**src/hw/ida_pkg.sv**
```systemverilog
// constants and carrier types of the indirect data addressing unit
// Function
// RULE1 - plain access addresses at pointer, pointer unchanged
// RULE2 - post variants address, then step pointer
// RULE3 - pre-increment steps pointer, then addresses
// RULE4 - select bit 0 reaches default register
// RULE5 - select bit 1 reaches alternate register
// RULE6 - offset variant adds working register, pointer kept
package ida_pkg;
   // ************************************************************
   // widths and register map
   // ************************************************************
   localparam int PTR_W      = 12;
   localparam int PTR_HI_W   = 4;
   localparam int BANK_W     = 4;
   localparam int NUM_PTR    = 3;
   localparam logic [7:0] OFS_PTR0_LO = 8'h00;
   localparam logic [7:0] OFS_PTR0_HI = 8'h04;
   localparam logic [7:0] OFS_PTR1_LO = 8'h08;
   localparam logic [7:0] OFS_PTR1_HI = 8'h0c;
   localparam logic [7:0] OFS_PTR2_LO = 8'h10;
   localparam logic [7:0] OFS_PTR2_HI = 8'h14;
   localparam logic [7:0] OFS_WORKING = 8'h18;
   localparam logic [7:0] OFS_BANK    = 8'h1c;
   localparam logic [7:0] OFS_WDTCTRL = 8'h20;
   localparam logic [7:0] OFS_LASTADR = 8'h24;
   // watchdog control field positions
   localparam int WDT_REGSLP_BIT = 7;
   localparam int WDT_SHARED_BIT = 4;
   localparam int WDT_SWDTEN_BIT = 0;
   // reset values and bus response codes
   localparam logic [PTR_W-1:0]  PTR_RST  = 12'h000;
   localparam logic [7:0]        WORKING_REGISTER_RST = 8'h00;
   localparam logic [BANK_W-1:0] BANK_RST = 4'h0;
   localparam logic [1:0]        RESP_OKAY   = 2'h0;
   localparam logic [1:0]        RESP_SLVERR = 2'h2;

   // ************************************************************
   // access modes of the virtual indirect registers
   // ************************************************************
   typedef enum logic [2:0] {
      IDA_PLAIN,
      IDA_POSTINC,
      IDA_POSTDEC,
      IDA_PREINC,
      IDA_PLUSW
   } ida_mode_t;

   // core request: one access in every cycle that valid is high and sel is not 3
   typedef struct packed {
      logic            valid;
      logic [1:0]      sel;
      ida_mode_t       mode;
      logic            write;
      logic [7:0]      wdata;
   } ida_acc_t;

   // data memory request, registered
   typedef struct packed {
      logic             valid;
      logic             we;
      logic [PTR_W-1:0] addr;
      logic [7:0]       wdata;
   } ida_mem_t;

   // AXI4-Lite master to slave
   typedef struct packed {
      logic        awvalid;
      logic [7:0]  awaddr;
      logic        wvalid;
      logic [31:0] wdata;
      logic [3:0]  wstrb;
      logic        bready;
      logic        arvalid;
      logic [7:0]  araddr;
      logic        rready;
   } ida_axi_req_t;

   // AXI4-Lite slave to master
   typedef struct packed {
      logic        awready;
      logic        wready;
      logic        bvalid;
      logic [1:0]  bresp;
      logic        arready;
      logic        rvalid;
      logic [31:0] rdata;
      logic [1:0]  rresp;
   } ida_axi_rsp_t;
endpackage

```
**src/hw/ida_top.sv**
```systemverilog
// indirect data addressing unit: pointers, virtual access, shared SFR select
//
// Local design decisions: register access over AXI4-Lite and the register addresses.
`timescale 1ns/1ps
module ida_top
   import ida_pkg::*;
#(
   parameter int ADDR_W = 8
) (
   input  wire logic         clk,
   input  wire logic         arst_n,
   input  wire ida_axi_req_t axiReq,
   output ida_axi_rsp_t      axiRsp,
   input  wire ida_acc_t     accReq,
   output ida_mem_t          memReq,
   input  wire logic         sharedHit,
   output logic              reachDefault,
   output logic              reachAlternate,
   output logic [BANK_W-1:0] bankSelect
);

   // ************************************************************
   // parameter check
   // ************************************************************
   // refused at elaboration: the offsets and the read mux assume an 8-bit bus address
   if (ADDR_W != 8) begin : g_bad_addr_w
      $error("ida_top: ADDR_W must be 8 to match the register map");
   end

   // ************************************************************
   // state
   // ************************************************************
   typedef logic [PTR_W-1:0] ida_ptr_t;

   typedef struct packed {
      ida_ptr_t [NUM_PTR-1:0] ptr;
      logic [7:0]             working_register;
      logic [BANK_W-1:0]      bank;
      logic                   regSlp;
      logic                   shared;
      logic                   swdten;
      logic                   awHeld;
      logic [7:0]             awAddr;
      logic                   wHeld;
      logic [7:0]             wData;
      logic                   wLane0;
      logic                   bValid;
      logic [1:0]             bResp;
      logic                   rValid;
      logic [31:0]            rData;
      logic [1:0]             rResp;
      ida_mem_t               mem;
      ida_ptr_t               lastAddr;
   } ida_state_t;

   ida_state_t st;
   ida_state_t next_st;

   // ************************************************************
   // address arithmetic
   // ************************************************************
   // address placed on data memory for a given mode
   function automatic ida_ptr_t ida_eff_addr(input ida_ptr_t p, input ida_mode_t m,
                                             input logic [7:0] w);
      ida_ptr_t a;
      a = p;
      unique case (m)
         IDA_PLAIN:   a = p;                       // RULE1
         IDA_POSTINC: a = p;                       // RULE2
         IDA_POSTDEC: a = p;                       // RULE2
         IDA_PREINC:  a = p + 12'h001;             // RULE3
         IDA_PLUSW:   a = p + {4'h0, w};           // RULE6
         default:     a = p;
      endcase
      return a;
   endfunction

   // pointer value left behind by an access
   function automatic ida_ptr_t ida_next_ptr(input ida_ptr_t p, input ida_mode_t m);
      ida_ptr_t n;
      n = p;
      unique case (m)
         IDA_PLAIN:   n = p;                       // RULE1
         IDA_POSTINC: n = p + 12'h001;             // RULE2
         IDA_POSTDEC: n = p - 12'h001;             // RULE2
         IDA_PREINC:  n = p + 12'h001;             // RULE3
         IDA_PLUSW:   n = p;                       // RULE6
         default:     n = p;
      endcase
      return n;
   endfunction

   // register read mux, unmapped offsets flagged
   function automatic logic [32:0] ida_read(input ida_state_t s, input logic [7:0] a);
      logic [32:0] r;
      r = {1'b1, 32'h0000_0000};
      unique case (a)
         OFS_PTR0_LO: r = {1'b0, 24'h000000, s.ptr[0][7:0]};
         OFS_PTR0_HI: r = {1'b0, 28'h0000000, s.ptr[0][PTR_W-1:8]};
         OFS_PTR1_LO: r = {1'b0, 24'h000000, s.ptr[1][7:0]};
         OFS_PTR1_HI: r = {1'b0, 28'h0000000, s.ptr[1][PTR_W-1:8]};
         OFS_PTR2_LO: r = {1'b0, 24'h000000, s.ptr[2][7:0]};
         OFS_PTR2_HI: r = {1'b0, 28'h0000000, s.ptr[2][PTR_W-1:8]};
         OFS_WORKING: r = {1'b0, 24'h000000, s.working_register};
         OFS_BANK:    r = {1'b0, 28'h0000000, s.bank};
         OFS_WDTCTRL: r = {1'b0, 24'h000000, s.regSlp, 2'h0, s.shared, 3'h0, s.swdten};
         OFS_LASTADR: r = {1'b0, 20'h00000, s.lastAddr};
         default:     r = {1'b1, 32'h0000_0000};
      endcase
      return r;
   endfunction

   // ************************************************************
   // next-state logic
   // ************************************************************
   logic        doWrite;
   logic        hit;
   logic [32:0] rdMux;
   ida_ptr_t    selPtr;

   // core access first, so a bus write in the same cycle lands last and wins
   always_comb begin
      next_st = st;
      doWrite = 1'b0;
      hit     = 1'b1;
      rdMux   = 33'h0_0000_0000;
      // select 3 names no pointer; keep the index in range so the mux never reads off the end
      selPtr  = st.ptr[(accReq.sel == 2'h3) ? 2'h0 : accReq.sel];

      // memory request lasts one cycle per access
      next_st.mem.valid = 1'b0;
      if (accReq.valid && accReq.sel != 2'h3) begin
         next_st.mem.valid        = 1'b1;
         next_st.mem.we           = accReq.write;
         next_st.mem.wdata        = accReq.wdata;
         next_st.mem.addr         = ida_eff_addr(selPtr, accReq.mode, st.working_register);
         next_st.lastAddr         = ida_eff_addr(selPtr, accReq.mode, st.working_register);
         next_st.ptr[accReq.sel]  = ida_next_ptr(selPtr, accReq.mode);
      end

      // write address and data are taken in either order and held
      if (axiReq.awvalid && !st.awHeld && !st.bValid) begin
         next_st.awHeld = 1'b1;
         next_st.awAddr = axiReq.awaddr;
      end
      if (axiReq.wvalid && !st.wHeld && !st.bValid) begin
         next_st.wHeld  = 1'b1;
         next_st.wData  = axiReq.wdata[7:0];
         next_st.wLane0 = axiReq.wstrb[0];
      end

      // both halves held: commit the write and answer
      if (st.awHeld && st.wHeld) begin
         doWrite        = st.wLane0;
         hit            = 1'b1;
         next_st.awHeld = 1'b0;
         next_st.wHeld  = 1'b0;
         next_st.bValid = 1'b1;
         unique case (st.awAddr)
            OFS_PTR0_LO: if (doWrite) next_st.ptr[0][7:0]       = st.wData;
            OFS_PTR0_HI: if (doWrite) next_st.ptr[0][PTR_W-1:8] = st.wData[PTR_HI_W-1:0];
            OFS_PTR1_LO: if (doWrite) next_st.ptr[1][7:0]       = st.wData;
            OFS_PTR1_HI: if (doWrite) next_st.ptr[1][PTR_W-1:8] = st.wData[PTR_HI_W-1:0];
            OFS_PTR2_LO: if (doWrite) next_st.ptr[2][7:0]       = st.wData;
            OFS_PTR2_HI: if (doWrite) next_st.ptr[2][PTR_W-1:8] = st.wData[PTR_HI_W-1:0];
            OFS_WORKING: if (doWrite) next_st.working_register              = st.wData;
            OFS_BANK:    if (doWrite) next_st.bank              = st.wData[BANK_W-1:0];
            OFS_WDTCTRL: begin
               if (doWrite) begin
                  next_st.regSlp = st.wData[WDT_REGSLP_BIT];
                  next_st.shared = st.wData[WDT_SHARED_BIT];
                  next_st.swdten = st.wData[WDT_SWDTEN_BIT];
               end
            end
            OFS_LASTADR: hit = 1'b1;                 // read-only, write ignored
            default:     hit = 1'b0;
         endcase
         next_st.bResp = hit ? RESP_OKAY : RESP_SLVERR;
      end
      if (st.bValid && axiReq.bready) begin
         next_st.bValid = 1'b0;
      end

      // reads answer one cycle after the address is taken
      rdMux = ida_read(st, axiReq.araddr);
      if (axiReq.arvalid && !st.rValid) begin
         next_st.rValid = 1'b1;
         next_st.rData  = rdMux[31:0];
         next_st.rResp  = rdMux[32] ? RESP_SLVERR : RESP_OKAY;
      end else if (st.rValid && axiReq.rready) begin
         next_st.rValid = 1'b0;
      end
   end

   // ************************************************************
   // state register
   // ************************************************************
   always_ff @(posedge clk or negedge arst_n) begin
      if (!arst_n) begin
         st.ptr      <= {NUM_PTR{PTR_RST}};
         st.working_register     <= WORKING_REGISTER_RST;
         st.bank     <= BANK_RST;
         st.regSlp   <= 1'b0;
         st.shared   <= 1'b0;
         st.swdten   <= 1'b0;
         st.awHeld   <= 1'b0;
         st.awAddr   <= 8'h00;
         st.wHeld    <= 1'b0;
         st.wData    <= 8'h00;
         st.wLane0   <= 1'b0;
         st.bValid   <= 1'b0;
         st.bResp    <= RESP_OKAY;
         st.rValid   <= 1'b0;
         st.rData    <= 32'h0000_0000;
         st.rResp    <= RESP_OKAY;
         st.mem      <= '0;
         st.lastAddr <= PTR_RST;
      end else begin
         st <= next_st;
      end
   end

   // ************************************************************
   // outputs
   // ************************************************************
   // handshake readies are combinational; a held half blocks a second one
   always_comb begin
      axiRsp.awready = !st.awHeld && !st.bValid;
      axiRsp.wready  = !st.wHeld && !st.bValid;
      axiRsp.bvalid  = st.bValid;
      axiRsp.bresp   = st.bResp;
      axiRsp.arready = !st.rValid;
      axiRsp.rvalid  = st.rValid;
      axiRsp.rdata   = st.rData;
      axiRsp.rresp   = st.rResp;
   end

   assign memReq     = st.mem;
   assign bankSelect = st.bank;

   // overlapping SFR addresses steered by the shared select bit
   assign reachDefault   = sharedHit && !st.shared;  // RULE4
   assign reachAlternate = sharedHit && st.shared;   // RULE5

endmodule

```
**config.mk**
```make
export PLATFORM = sky130hd
export DESIGN_NAME = ida_top
export DESIGN_NICKNAME = d
export VERILOG_FILES = /design/src/hw/ida_pkg.sv /design/src/hw/ida_top.sv
export SDC_FILE = /design/constraint.sdc
export NUM_CORES = 1
export LEC_CHECK = 0
export BUFFER_PORTS_ARGS = -buffer_cell sky130_fd_sc_hd__buf_2
export CAP_MARGIN = 10
export CORE_ASPECT_RATIO = 1.2
export CORE_UTILIZATION = 45
export CTS_BUF_LIST = sky130_fd_sc_hd__clkbuf_16
export DETAILED_ROUTE_END_ITERATION = 10
export PLACE_DENSITY = 0.67
export SETUP_SLACK_MARGIN = 0.15
export SLEW_MARGIN = 25
export SYNTH_ARGS = -nofsm -noshare
export SYNTH_HDL_FRONTEND = slang
export SYNTH_SLANG_ARGS = --single-unit
```
**constraint.sdc**
```tcl
create_clock -name clk -period 5.53 [get_ports clk]
set_input_delay 0.8295 -clock clk [delete_from_list [all_inputs] [get_ports clk]]
set_output_delay 0.8295 -clock clk [all_outputs]
set_load 0.01 [all_outputs]
```
==> results of run 1 <==
-- where the power goes --
part	internal [mW]	switching [mW]	leakage, nW
Combinational	0.504	0.639	1.87
Sequential	1.02	0.290	1.36
Clock	0.358	0.320	0.150
-- cells in the final DEF (no fill, tap or decap), types with 7 or more instances in the layout --
master	count
sky130_fd_sc_hd__o21a_1	7
sky130_fd_sc_hd__and2_1	8
sky130_fd_sc_hd__buf_2	93
sky130_fd_sc_hd__o21ai_0	32
sky130_fd_sc_hd__and3_1	7
sky130_fd_sc_hd__xnor2_1	14
sky130_fd_sc_hd__dfrtp_1	108
sky130_fd_sc_hd__a21o_1	8
sky130_fd_sc_hd__nor2_1	81
sky130_fd_sc_hd__conb_1	22
sky130_fd_sc_hd__mux2i_1	38
sky130_fd_sc_hd__nand2_1	74
sky130_fd_sc_hd__nand3_1	13
sky130_fd_sc_hd__a31oi_1	13
sky130_fd_sc_hd__nor2b_1	7
sky130_fd_sc_hd__clkbuf_16	9
sky130_fd_sc_hd__a211oi_1	9
sky130_fd_sc_hd__a21oi_1	51
sky130_fd_sc_hd__nor3_1	8
sky130_fd_sc_hd__inv_1	8
sky130_fd_sc_hd__ha_1	10
sky130_fd_sc_hd__mux2_2	44
sky130_fd_sc_hd__a22oi_1	7
-- sequential cells by signal, indices dropped and copies added, names as in the netlist --
register	flops
axiRsp	16
bankSelect	4
memReq	10
st	78
-- worst max-delay path by stage --
stage	start	endpoint	slack, ns	depth (start not counted)
floorplan	accReq[13]	st[8]$_DFFE_PN0P_	2.33	15
global placement	accReq[13]	st[10]$_DFFE_PN0P_	1.58	14
detailed placement	accReq[13]	st[10]$_DFFE_PN0P_	1.53	14
CTS	accReq[13]	st[10]$_DFFE_PN0P_	1.92	14
global route	accReq[13]	st[10]$_DFFE_PN0P_	1.57	14
finish	accReq[13]	st[10]$_DFFE_PN0P_	1.92	14
-- synth_stat cells (4+ instances only) --
library cell                 n
sky130_fd_sc_hd__o21ai_0    32
sky130_fd_sc_hd__mux2i_1    38
sky130_fd_sc_hd__dfrtp_1   108
sky130_fd_sc_hd__xnor2_1    14
sky130_fd_sc_hd__o21ai_1     4
sky130_fd_sc_hd__nor3_1      8
sky130_fd_sc_hd__a31oi_1    13
sky130_fd_sc_hd__buf_1       5
sky130_fd_sc_hd__nand3_1    13
sky130_fd_sc_hd__mux2_4      5
sky130_fd_sc_hd__nor4_1      6
sky130_fd_sc_hd__a211oi_1    9
sky130_fd_sc_hd__ha_1       10
sky130_fd_sc_hd__nand2_1    74
sky130_fd_sc_hd__a21oi_1    51
sky130_fd_sc_hd__o211ai_1    6
sky130_fd_sc_hd__nor2b_1     7
sky130_fd_sc_hd__inv_1       8
sky130_fd_sc_hd__and3_1      7
sky130_fd_sc_hd__a22oi_1     7
sky130_fd_sc_hd__a21o_1      8
sky130_fd_sc_hd__mux2_2     44
sky130_fd_sc_hd__nand4_1     6
sky130_fd_sc_hd__o21a_1      7
sky130_fd_sc_hd__o22ai_1     5
sky130_fd_sc_hd__inv_2       4
sky130_fd_sc_hd__and2_1      8
sky130_fd_sc_hd__buf_4      66
sky130_fd_sc_hd__nor2_1     81
sky130_fd_sc_hd__clkbuf_1   23
-- area by class of cell --
type / count / area [um2]
Clock buffer: 9 / 225.2
Clock inverter: 7 / 80.08
Fill cell: 1513 / 7921
Inverter: 15 / 67.56
Multi-Input combinational cell: 559 / 3751
Sequential cell: 108 / 2703
Tap cell: 208 / 260.3
Timing Repair Buffer: 98 / 506.7
-- metrics by stage --
stage	setup WS [ns]	total power, mW	hold WS [ns]	instance area (um2)
after floorplan	2.328	2.179	0.4506	7194
after global placement	1.577	2.427	0.4550	7284
after detailed placement	1.535	2.452	0.4656	7284
after CTS	1.923	3.141	0.4815	7590
after global routing	1.572	3.336	0.5004	7594
final	1.916	3.134	0.4425	7594
-- layer usage --
metal	track usage	wire length, um
met2	0.3775	8778
met5	0	0
met4	0.1019	607
met1	0.3081	7975
met3	0.03615	850
-- worst max-delay path, stage by stage --
cell                      delay (ns)
sky130_fd_sc_hd__buf_2          0.64
sky130_fd_sc_hd__mux2i_1        0.27
sky130_fd_sc_hd__mux2_4         0.22
sky130_fd_sc_hd__inv_2          0.07
sky130_fd_sc_hd__ha_1           0.21
sky130_fd_sc_hd__inv_1          0.08
sky130_fd_sc_hd__fa_1           0.22
sky130_fd_sc_hd__nor2b_1        0.06
sky130_fd_sc_hd__o21ai_0        0.22
sky130_fd_sc_hd__a21oi_1        0.14
sky130_fd_sc_hd__o41ai_1        0.44
sky130_fd_sc_hd__a21oi_1        0.15
sky130_fd_sc_hd__xnor2_1        0.19
sky130_fd_sc_hd__a21oi_1        0.09
-- cell families after synthesis --
| kind of cell | Yosys count |
|---|---|
| other | 1 |
| AO/OA/AOI/OAI | 179 |
| buffers and inverters | 114 |
| flip-flops | 108 |
| adder cells (fa/ha/maj) | 11 |
| multiplexers | 93 |
| AND/OR/NAND/NOR | 238 |
| XOR/XNOR | 16 |
==> summary by stage, run 1 <==
Synth
Of the total synthesized cell area, the portion taken by full adders, half adders and majority gates is 0.02040. Of the total synthesized cell area, the portion taken by AND, OR, NAND and NOR gates is 0.1637. The post-synthesis cell type count is 80. By area, the combinational part of the netlist is dominated by simple AND/OR/NAND/NOR gates. Summing every instance area after synthesis gives 7116 um2. The share of synthesized area spent on multiplexers is 0.1489. Of the post-synthesis cell area, the dominant cell type holds 0.3798.

The share of the Yosys chip area taken by registers is 0.3798. The compound-cell area share of the yosys netlist came to 0.1623. Synthesis produced a netlist whose cell count is 760. Counting flops with a built-in enable in the synthesized netlist gives 0.

The biggest area consumer among synthesized cells is sky130_fd_sc_hd__dfrtp_1. The mean instance size in the synthesized netlist is 9.363 um2. Ranked by total cell area, the synthesized netlist is headed by sky130_fd_sc_hd__dfrtp_1 (38%), sky130_fd_sc_hd__buf_4 (7.0%), sky130_fd_sc_hd__mux2_2 (7.0%). The total number of yosys warnings is 0. Of all flip-flops after synthesis, the portion carrying an async set or reset was 1.000. After synthesis the netlist holds a flip-flop and latch count of 108. The top flip-flop cell by instance count after synthesis is sky130_fd_sc_hd__dfrtp_1. Of the total synthesized cell area, the portion taken by XOR and XNOR cells is 0.01969.

Floorplan
The total I/O pin count is 144. The area enclosed by the die boundary is 16320 um2. The die is 116.8 um wide. The die is 139.8 um tall. The placement row count is 50.

The starting utilization of the core area is 0.4586. The core region is 15510 um2.

Detailed routing
The starting DRC count in detailed routing is 404. The remaining routing DRC violations is 0. The total via count in the routed design is 5639. The count of nets left with antenna violations once routing finished came out at 0. The final routed wire length divided by cell count is 18.14 um. In the routed layout, each cell is associated on average with a via count of 5.617. The sum of routed wire length over all layers is 18210 um.

The detailed-routing iteration count for the pre-antenna-repair pass is 5.

Global route
Global routing finished with a remaining overflow of 0. The via count of the first global-routing pass is 5402. The initial antenna violation count is 0. The wire length of the first global-routing pass is 28950 um.

The overall global routing resource usage is 0.2340. The largest net degree at the start of global routing is 75.

Run status
The flow ran to the end, and the final reports show no timing, DRC or antenna violations.

Critical path
The classification of the worst setup path is in2reg. The source of the worst register-to-register timing path is st[106]$_DFF_PN0_. The slack of the worst reg-to-reg path is 2.76 ns. The arrival time reported for the critical path endpoint is 3.85 ns. The worst-path maximum fanout is 30.

The number of cells on the worst reg-to-reg path is 13. STA classifies the critical path startpoint as an input pin. The critical path endpoint category is a register.

At the worst endpoint, the required time is 5.76 ns. The worst register-to-register path ends at st[10]$_DFFE_PN0P_.

Clock tree
The TritonCTS clock tree is built. The number of resized instances in the post-cts repair step is 0. The clock net in this run drives a total of 108 sinks. The number of setup buffers added after CTS is 0.

The clock root buffer is sky130_fd_sc_hd__clkbuf_16. The H-tree was split into 3 levels. The later pin in the worst-skew pair is clocked with a latency of 0.37 ns. The clock passes through at most 2 buffers. After clock tree synthesis, the flow added hold-fix buffers numbering 0. The clock-pin slew reported for the worst setup and hold paths after clock tree synthesis is 0.07 ns. The total CTS buffers is 9.

Timing
The transition time of the tightest slew-check pin is 1.167 ns. The max-slew violation total from the final report was 0. Setup repair after global routing left no endpoint under its margin. In the finished design, the share of the clock period the worst path needs comes to 0.6536. Measured against its own limit, the worst slew margin works out to 0.2152.

The final number of hold-violating endpoints is 0. The number of setup violations in the final report is 0. The minimum period implied by the final worst setup slack is 3.615 ns. Between clock sinks in the finished design, the worst skew comes to 0.01271 ns.

The sum of negative setup slack is 0 ns. The maximum clock frequency is 276.7 MHz.

Final layout
The share of cells above drive strength 1 is 0.2412. The finished layout holds 1004 standard cells, fillers aside. The final net count is 877. Once layout is complete, the utilization of the core stands at 0.4894. The count of antenna diodes in the layout is 0.

Compared with the post-synthesis result, the final layout area differs by 6.717%.

Place
The number of placed instances, taps included, is 988. The final RePlAce weighted congestion is 0.9060. The detailed placer's ending HPWL is 13550 um.

The number of I/O port buffers is 94.

Power
In this run the power density over the cells is 412.7 nW/um2. The maximum VDD drop is 0.2204 mV. For this design the static power due to leakage is 3.373 nW.

Job
The number of max-capacitance violations reported is 0.

Min path
In this run the worst hold path is classified as in2async.
(Power assumes the default switching activity.)
==> inputs of run 2 (changes only) <==
--- a/config.mk
+++ b/config.mk
@@ -11,7 +11,7 @@
 export CORE_UTILIZATION = 45
 export CTS_BUF_LIST = sky130_fd_sc_hd__clkbuf_16
 export DETAILED_ROUTE_END_ITERATION = 10
-export PLACE_DENSITY = 0.67
+export PLACE_DENSITY = 0.7
 export SETUP_SLACK_MARGIN = 0.15
 export SLEW_MARGIN = 25
 export SYNTH_ARGS = -nofsm -noshare
==> constraint.sdc (replaced) <==
create_clock -name clk -period 3.1 [get_ports clk]
set_input_delay 0.465 -clock clk [delete_from_list [all_inputs] [get_ports clk]]
set_output_delay 0.465 -clock clk [all_outputs]
set_load 0.01 [all_outputs]
==> run 2 against run 1 <==
Cell area is 3.4% higher. Largest power group unchanged. Count of clock-buffer cells in the layout stayed put. Worst setup slack worse by 1.5 ns. Largest cell class unchanged. Core utilization is 1.6 points higher. Sequential cell count stayed put. Clock skew hardly changed.
==> summary by stage, run 2 (synthesis results as in run 1) <==
Clock tree
The total CTS buffers is 9 (unchanged). The TritonCTS clock tree is built (unchanged). The post-cts hold buffer count is 0 (unchanged). The maximum clock insertion buffer count was 2 (unchanged). The number of resized instances in the post-cts repair step is 0 (unchanged). The clock root buffer was sky130_fd_sc_hd__clkbuf_16 (unchanged). The clock latency reported for the late side of the worst-skew pair came to 0.37 ns (about the same). The number of sinks driven by the clock tree came to 108 (unchanged). The H-tree depth reported by CTS is 3 (unchanged). The number of setup buffers added after CTS is 0 (unchanged). The clock-pin slew reported for the worst setup and hold paths after clock tree synthesis is 0.07 ns (about the same).

Final layout
The most common library cell in the layout ignoring fill and taps is sky130_fd_sc_hd__dfrtp_1 (unchanged). The count of antenna diodes in the layout came to 0 (unchanged). The number of filler instances in the final layout is 1517 (was 1513). The flip-flop and latch area is 2703 um2 (unchanged). The number of flip-flops under the largest register name is 78 (unchanged). The final net count is 913 (was 877).

The layout-stage area growth over the synthesis result is 10.30% (was 6.717%). The area occupied by multi-input gates is 3751 um2 (unchanged). The share of cells above drive strength 1 came to 0.2744 (was 0.2412).

Top library cells by usage in the layout, fill and taps aside: sky130_fd_sc_hd__dfrtp_1 (108), sky130_fd_sc_hd__buf_2 (93), sky130_fd_sc_hd__nor2_1 (81) (unchanged). The register containing the most flip-flops in the final layout is st (unchanged).

Timing
The max-slew violation total from the final report is 0 (unchanged). In the finished design, the share of the clock period the worst path needs comes to 0.8703. The maximum clock frequency is 370.7 MHz. The clock period could shrink to 2.698 ns. The number of setup violations in the final report was 0 (unchanged). The final number of hold-violating endpoints is 0 (unchanged). Setup repair after global routing missed its margin: no (unchanged).

The sum of negative setup slack was 0 ns (unchanged). The slack of the critical path came to 0.4021 ns (was 1.916 ns). The transition time of the tightest slew-check pin is 0.7675 ns (was 1.167 ns). The worst setup skew after layout came to 0.01232 ns (was 0.01271 ns).

The worst slew margin relative to its limit is 0.4861 (was 0.2152).

Critical path
The required time reported for the critical path endpoint is 3.35 ns (was 5.76 ns). The slack of the worst reg-to-reg path was 0.45 ns (was 2.76 ns). The combined buffer and inverter count along the critical path was 3 (unchanged). The arrival time reported for the critical path endpoint is 2.94 ns (was 3.85 ns). Ordered cell list for the critical path: buf_2, buf_4, mux2i_1, mux2_2, inv_2, ha_1, o21a_1, o21ai_0, a21oi_1, and3_1, o32a_1 (was buf_2, mux2i_1, mux2_4, inv_2, ha_1, inv_1, fa_1, nor2b_1, o21ai_0, a21oi_1, o41ai_1, a21oi_1, xnor2_1, a21oi_1). The cell type group with the largest total delay on the critical path is compound AO/OA/AOI/OAI gates (unchanged). The critical path endpoint category is a register (unchanged). The source of the worst register-to-register timing path was st[106]$_DFF_PN0_ (unchanged). The category of the worst setup path launch point is an input pin (unchanged). The library cell contributing the largest single delay on the critical path is sky130_fd_sc_hd__ha_1 (was sky130_fd_sc_hd__buf_2).

The launching instance or port of the critical path is accReq[13] (unchanged). The worst-path maximum fanout is 10 (was 30). The classification of the worst setup path is in2reg (unchanged).

The longest individual stage delay on the worst path is 0.33 ns (was 0.64 ns).

Power
The clock power share was 0.196 (was 0.217). The switching share of total power is 0.4000 (was 0.3986). The share of power burned in combinational logic came to 0.394 (was 0.365). The total leakage power was 3.538 nW (was 3.373 nW). The switching power was 2.303 mW (was 1.249 mW). The internal power summed over all cells is 3.455 mW (was 1.885 mW). The areal power density over the cells was 733.7 nW/um2 (was 412.7 nW/um2). The maximum VDD drop is 0.3468 mV (was 0.2204 mV).

The sequential group share of total power is 0.410 (was 0.419).

Floorplan
The total I/O pin count is 144 (unchanged). The area enclosed by the die boundary came to 16320 um2 (unchanged). The placement row count is 50 (unchanged).

The die boundary width is 116.8 um (unchanged). The starting utilization of the core area was 0.4586 (unchanged). The height of the die was 139.8 um (unchanged).

The area of the placeable core was 15510 um2 (unchanged).

Global route
The initial antenna violation count is 0 (unchanged). The largest net degree at the start of global routing is 50 (was 75). The via count of the first global-routing pass is 5501 (was 5402). The overall global routing resource usage is 0.2358 (was 0.2340).

The remaining global-route overflow came to 0 (unchanged). The wire length of the first global-routing pass is 29190 um (was 28950 um).

Detailed routing
The number of vias per cell after detailed routing is 5.592 (was 5.617). The final routed wire length divided by cell count is 17.60 um (was 18.14 um). The remaining routing DRC violations is 0 (unchanged). The total via count in the routed design is 5810 (was 5639). The detailed-routing iteration count for the pre-antenna-repair pass was 5 (unchanged). The starting DRC count in detailed routing is 385 (was 404). The sum of routed wire length over all layers was 18290 um (was 18210 um). The remaining antenna violation count is 0 (unchanged).

Job
The number of max-capacitance violations reported came to 0 (unchanged).

Place
The worst-case setup slack after placement is 0.05886 ns (was 1.535 ns). The detailed placer's ending HPWL came to 14130 um (was 13550 um). The final RePlAce weighted congestion is 0.9429 (was 0.9060).

The number of I/O port buffers is 94 (unchanged).

Min path
The class of the tightest hold or removal check is in2async (unchanged).

Run status
Outcome: finished, final reports clean (unchanged).
-- run 2: cell count changes in the layout (fill, tap and decap cells not counted), sizes merged --
cell      before  now
clkinv         6    5
bufinv         1    0
clkinvlp       0    1
buf           98  134
-- run 2: layout make-up --
class                      instances  area share
tap                              208     0.03316
multi-input combinational        559      0.4779
sequential                       108      0.3443
clock buffer                       9     0.02869
inverter                          15    0.008608
timing repair buffer             134      0.1001
clock inverter                     6    0.007174
-- run 2: through the flow --
stage          power (mW)  hold slack [ns]  instance area, um2  utilization  cells
3_5_place_dp        4.620           0.4671                7567       0.4877   1024
6_report            5.758           0.1091                7849       0.5059   1039
2_1_floorplan       3.887           0.1694                7194            -    781
5_1_grt             6.123           0.1587                7849       0.5059   1039
4_1_cts             5.762           0.1365                7849       0.5059   1039
3_3_place_gp        4.559           0.4567                7567       0.4877   1024
-- run 2: worst paths after layout --
path,depth (start not counted),endpoint
worst max register to register,13,st[8]$_DFFE_PN0P_
worst min register to register,2,axiRsp[10]$_DFFE_PN0P_
worst min-delay path,1,memReq[7]$_DFFE_PN0P_
worst max-delay path,11,st[9]$_DFFE_PN0P_
max in group asynchronous,2,st[106]$_DFF_PN0_
min in group clk,2,axiRsp[38]$_DFFE_PN0P_
-- run 2: layer usage --
metal / routed length [um] / part of all wire / vias to the layer above / global-route usage
met3: 1008 / 0.055 / 48 / 0.04355
met2: 8768 / 0.48 / 216 / 0.3731
li1: - / - / 2789 / -
met1: 7771 / 0.42 / 2757 / 0.3051
met4: 739 / 0.040 / 0 / 0.1199
met5: 0 / 0 / - / 0
-- run 2: power groups by stage --
stage,Combinational [mW],Clock (mW),Sequential (mW)
2_1_floorplan,1.78,0,2.11
3_3_place_gp,2.21,0,2.35
3_5_place_dp,2.24,0,2.38
4_1_cts,2.26,1.15,2.35
5_1_grt,2.49,1.21,2.42
6_report,2.27,1.13,2.36
==> inputs of run 3 (changes only) <==
--- a/config.mk
+++ b/config.mk
@@ -5,6 +5,7 @@
 export SDC_FILE = /design/constraint.sdc
 export NUM_CORES = 1
 export LEC_CHECK = 0
+export ABC_AREA = 1
 export BUFFER_PORTS_ARGS = -buffer_cell sky130_fd_sc_hd__buf_2
 export CAP_MARGIN = 10
 export CORE_ASPECT_RATIO = 1.2
==> run 3 against run 2 <==
Core utilization up 0.081 points. Clock skew about the same. First-iteration DRC count up 42%. Register-to-register slack better by 0.14 ns. Wire length up 18%. Total power down 12%. Cell area up 1.4%. Global-route usage up 3.1 points. Die area up 2.3%. Synthesized cell count up 34%. Worst setup slack better by 0.078 ns. Largest power group unchanged.
==> summary by stage, run 3 <==
Timing
The minimum period implied by the final worst setup slack was 2.620 ns (was 2.698 ns). The max-slew violation total from the final report is 0 (unchanged). Setup repair after global routing missed its margin: no (unchanged). The final number of hold-violating endpoints is 0 (unchanged). The transition time of the tightest slew-check pin is 0.7017 ns (was 0.7675 ns). The worst slew margin relative to its limit is 0.5317 (was 0.4861). The maximum clock frequency was 381.7 MHz (was 370.7 MHz). The ratio of final minimum period to clock period is 0.8451 (was 0.8703).

The number of setup violations in the final report was 0 (unchanged). The worst setup skew after layout is 0.01190 ns (was 0.01232 ns). The sum of negative setup slack is 0 ns (unchanged).

Final layout
The most common library cell in the layout ignoring fill and taps is sky130_fd_sc_hd__nand2_1 (was sky130_fd_sc_hd__dfrtp_1). The count of antenna diodes in the layout is 0 (unchanged). The register containing the most flip-flops in the final layout is st (unchanged). The share of cells above drive strength 1 was 0.1687 (was 0.2744). The number of filler instances in the final layout is 1643 (was 1517).

The final net count is 1160 (was 913). The final standard cell count with taps included and fillers excluded came to 1287 (was 1039). The layout-stage area growth over the synthesis result is 9.242% (was 10.30%). The post-route cell area was 7956 um2 (was 7849 um2). Top library cells by usage in the layout, fill and taps aside: sky130_fd_sc_hd__nand2_1 (254), sky130_fd_sc_hd__inv_1 (119), sky130_fd_sc_hd__dfrtp_1 (108) (was sky130_fd_sc_hd__dfrtp_1 (108), sky130_fd_sc_hd__buf_2 (93), sky130_fd_sc_hd__nor2_1 (81)).

The number of flip-flops under the largest register name is 78 (unchanged).

Detailed routing
The final routed wire length divided by cell count is 16.76 um (was 17.60 um). The number of vias per cell after detailed routing is 5.388 (was 5.592). The remaining routing DRC violations is 0 (unchanged). The remaining antenna violation count was 0 (unchanged). The total via count in the routed design came to 6934 (was 5810).

The sum of routed wire length over all layers is 21570 um (was 18290 um). The starting DRC count in detailed routing is 546 (was 385). The detailed-routing iteration count for the pre-antenna-repair pass was 5 (unchanged).

Floorplan
The height of the die is 141.4 um (was 139.8 um). The placement row count is 50 (unchanged). The area of the placeable core came to 15700 um2 (was 15510 um2).

The starting utilization of the core area is 0.4638 (was 0.4586). The die boundary width was 118.1 um (was 116.8 um). The area enclosed by the die boundary came to 16700 um2 (was 16320 um2).

The total I/O pin count is 144 (unchanged).

Global route
The largest net degree at the start of global routing is 46 (was 50). The via count of the first global-routing pass came to 6291 (was 5501). The initial antenna violation count came to 0 (unchanged). The wire length of the first global-routing pass is 34040 um (was 29190 um). The remaining global-route overflow is 0 (unchanged). The overall global routing resource usage is 0.2663 (was 0.2358).

Power
The total leakage power is 4.010 nW (was 3.538 nW). The maximum VDD drop is 0.4935 mV (was 0.3468 mV). The areal power density over the cells is 637.9 nW/um2 (was 733.7 nW/um2).

Critical path
The source of the worst register-to-register timing path is st[120]$_DFF_PN0_ (was st[106]$_DFF_PN0_). The category of the worst setup path launch point was an input pin (unchanged). The arrival time reported for the critical path endpoint came to 2.87 ns (was 2.94 ns). The slack of the worst reg-to-reg path is 0.59 ns (was 0.45 ns). The number of cells on the worst reg-to-reg path is 17 (was 13). The worst-path maximum fanout is 5 (was 10).

The classification of the worst setup path was in2reg (unchanged). The endpoint of the worst-slack reg-to-reg timing path is st[11]$_DFFE_PN0P_ (was st[8]$_DFFE_PN0P_). The critical path endpoint category is a register (unchanged). The required time reported for the critical path endpoint came to 3.35 ns (about the same).

Synth
The number of enable-type register cells in the synthesized netlist is 0 (unchanged). The biggest area consumer among synthesized cells is sky130_fd_sc_hd__dfrtp_1 (unchanged). The total number of yosys warnings is 0 (unchanged). Dominant cells by area after synthesis: sky130_fd_sc_hd__dfrtp_1 (37%), sky130_fd_sc_hd__nand2_1 (13%), sky130_fd_sc_hd__buf_4 (6.6%) (was sky130_fd_sc_hd__dfrtp_1 (38%), sky130_fd_sc_hd__buf_4 (7.0%), sky130_fd_sc_hd__mux2_2 (7.0%)). The share of the synthesized area in the top cell type is 0.3711 (was 0.3798).

The post-synthesis cell type count is 46 (was 80). The post-synth design cell area is 7283 um2 (was 7116 um2). The top flip-flop cell by instance count after synthesis was sky130_fd_sc_hd__dfrtp_1 (unchanged). The most common cell in the synthesized netlist was sky130_fd_sc_hd__nand2_1 (was sky130_fd_sc_hd__dfrtp_1). The mean instance size in the synthesized netlist is 7.169 um2 (was 9.363 um2). The post-synthesis instance total was 1016 (was 760). Most instantiated cells after synthesis: sky130_fd_sc_hd__nand2_1 (254), sky130_fd_sc_hd__inv_1 (119), sky130_fd_sc_hd__dfrtp_1 (108) (was sky130_fd_sc_hd__dfrtp_1 (108), sky130_fd_sc_hd__nor2_1 (81), sky130_fd_sc_hd__nand2_1 (74)).

The share of the yosys chip area belonging to registers is 0.3711 (was 0.3798). The number of flip-flops and latches in the synthesized netlist was 108 (unchanged). The proportion of synthesized flip-flops having asynchronous set or reset is 1.000 (unchanged).

Clock tree
The total CTS buffers was 9 (unchanged). The clock root buffer is sky130_fd_sc_hd__clkbuf_16 (unchanged). The clock-pin slew reported for the worst setup and hold paths after clock tree synthesis is 0.09 ns (was 0.07 ns). The post-cts hold buffer count was 0 (unchanged). The maximum clock insertion buffer count is 2 (unchanged). The number of sinks driven by the clock tree is 108 (unchanged). The number of resized instances in the post-cts repair step is 0 (unchanged). The clock latency reported for the late side of the worst-skew pair is 0.37 ns (about the same). The number of setup buffers added after CTS is 0 (unchanged).

The H-tree depth reported by CTS is 3 (unchanged). The TritonCTS clock tree is built (unchanged).

Place
The number of I/O port buffers is 94 (unchanged). The detailed placer's ending HPWL is 17170 um (was 14130 um). The number of cells after detailed placement was 1271 (was 1024).

The final RePlAce weighted congestion is 0.9665 (was 0.9429). The area of placed instances is 7640 um2 (was 7567 um2).

Job
The number of max-capacitance violations reported came to 0 (unchanged).

Run status
Outcome: finished, final reports clean (unchanged).

Min path
The class of the tightest hold or removal check is in2async (unchanged).
==> run 3: area by class of cell <==
type	instances	area (um2)	share of cell area
clock buffer	9	225.2	0.02831
clock inverter	7	91.34	0.01148
inverter	124	467.9	0.05881
multi-input combinational	719	3588	0.4510
sequential	108	2703	0.3397
tap	208	260.3	0.03271
timing repair buffer	112	620.6	0.07800
==> run 3: worst max-delay path, cell delays in order <==
cell and delay, ns:
sky130_fd_sc_hd__buf_2 0.13, sky130_fd_sc_hd__inv_2 0.06, sky130_fd_sc_hd__nor2_2 0.25, sky130_fd_sc_hd__nand2_1 0.09
sky130_fd_sc_hd__nand2_1 0.10, sky130_fd_sc_hd__nand2_1 0.07, sky130_fd_sc_hd__nand2_2 0.07, sky130_fd_sc_hd__ha_1 0.15
sky130_fd_sc_hd__inv_1 0.06, sky130_fd_sc_hd__fa_1 0.37, sky130_fd_sc_hd__inv_1 0.10, sky130_fd_sc_hd__nand3_1 0.10
sky130_fd_sc_hd__nand3_1 0.11, sky130_fd_sc_hd__nand4_1 0.10, sky130_fd_sc_hd__nand3_1 0.15, sky130_fd_sc_hd__a21oi_1 0.10
sky130_fd_sc_hd__o21ai_0 0.15, sky130_fd_sc_hd__nand3_1 0.09, sky130_fd_sc_hd__o21ai_0 0.10, sky130_fd_sc_hd__inv_1 0.05
==> run 3: through the flow <==
step,util,power [mW],worst slack (ns),hold WS [ns]
3_3_place_gp,0.4865,3.818,0.1503,0.4560
3_5_place_dp,0.4865,3.853,0.1092,0.4603
2_1_floorplan,-,3.299,0.6366,0.1694
4_1_cts,0.5067,5.073,0.4987,0.1065
5_1_grt,0.5067,5.377,0.1943,0.1419
6_report,0.5067,5.075,0.4802,0.08838
==> run 3: layer usage <==
metal | global-route usage | up-vias | routed length (um)
met5 | 0 | - | 0
met4 | 0.1410 | 0 | 898
met3 | 0.02693 | 39 | 1149
met2 | 0.4433 | 277 | 10390
met1 | 0.3430 | 3237 | 9133
li1 | - | 3381 | -
==> run 3: worst max-delay path by stage <==
stage | startpoint | end | slack [ns]
floorplan | accReq[12] | st[10]$_DFFE_PN0P_ | 0.64
global placement | accReq[12] | st[10]$_DFFE_PN0P_ | 0.15
detailed placement | accReq[12] | st[10]$_DFFE_PN0P_ | 0.11
CTS | accReq[12] | st[10]$_DFFE_PN0P_ | 0.50
global route | accReq[12] | st[10]$_DFFE_PN0P_ | 0.19
finish | accReq[12] | st[10]$_DFFE_PN0P_ | 0.48
==> run 3: kinds of logic (layout without fill, tap and decap cells) <==
kind of cell | count (synthesis) | after routing | synth area share
other | 1 | 22 | 0.0005149
AOI/OAI and AO/OA | 205 | 205 | 0.1567
DFF | 108 | 108 | 0.3711
xor gates and xnor gates | 6 | 6 | 0.007215
muxes | 9 | 9 | 0.01392
and+or+nand+nor | 466 | 466 | 0.2836
adders and majority gates | 11 | 11 | 0.01993
buffers and inverters | 210 | 252 | 0.1471
==> run 3: report_power, final <==
part / switching [mW] / internal [mW] / leakage (nW)
Clock: 0.625 / 0.585 / 0.152
Combinational: 1.18 / 0.596 / 2.54
Sequential: 0.343 / 1.75 / 1.31
Total: 2.15 / 2.93 / 4.01
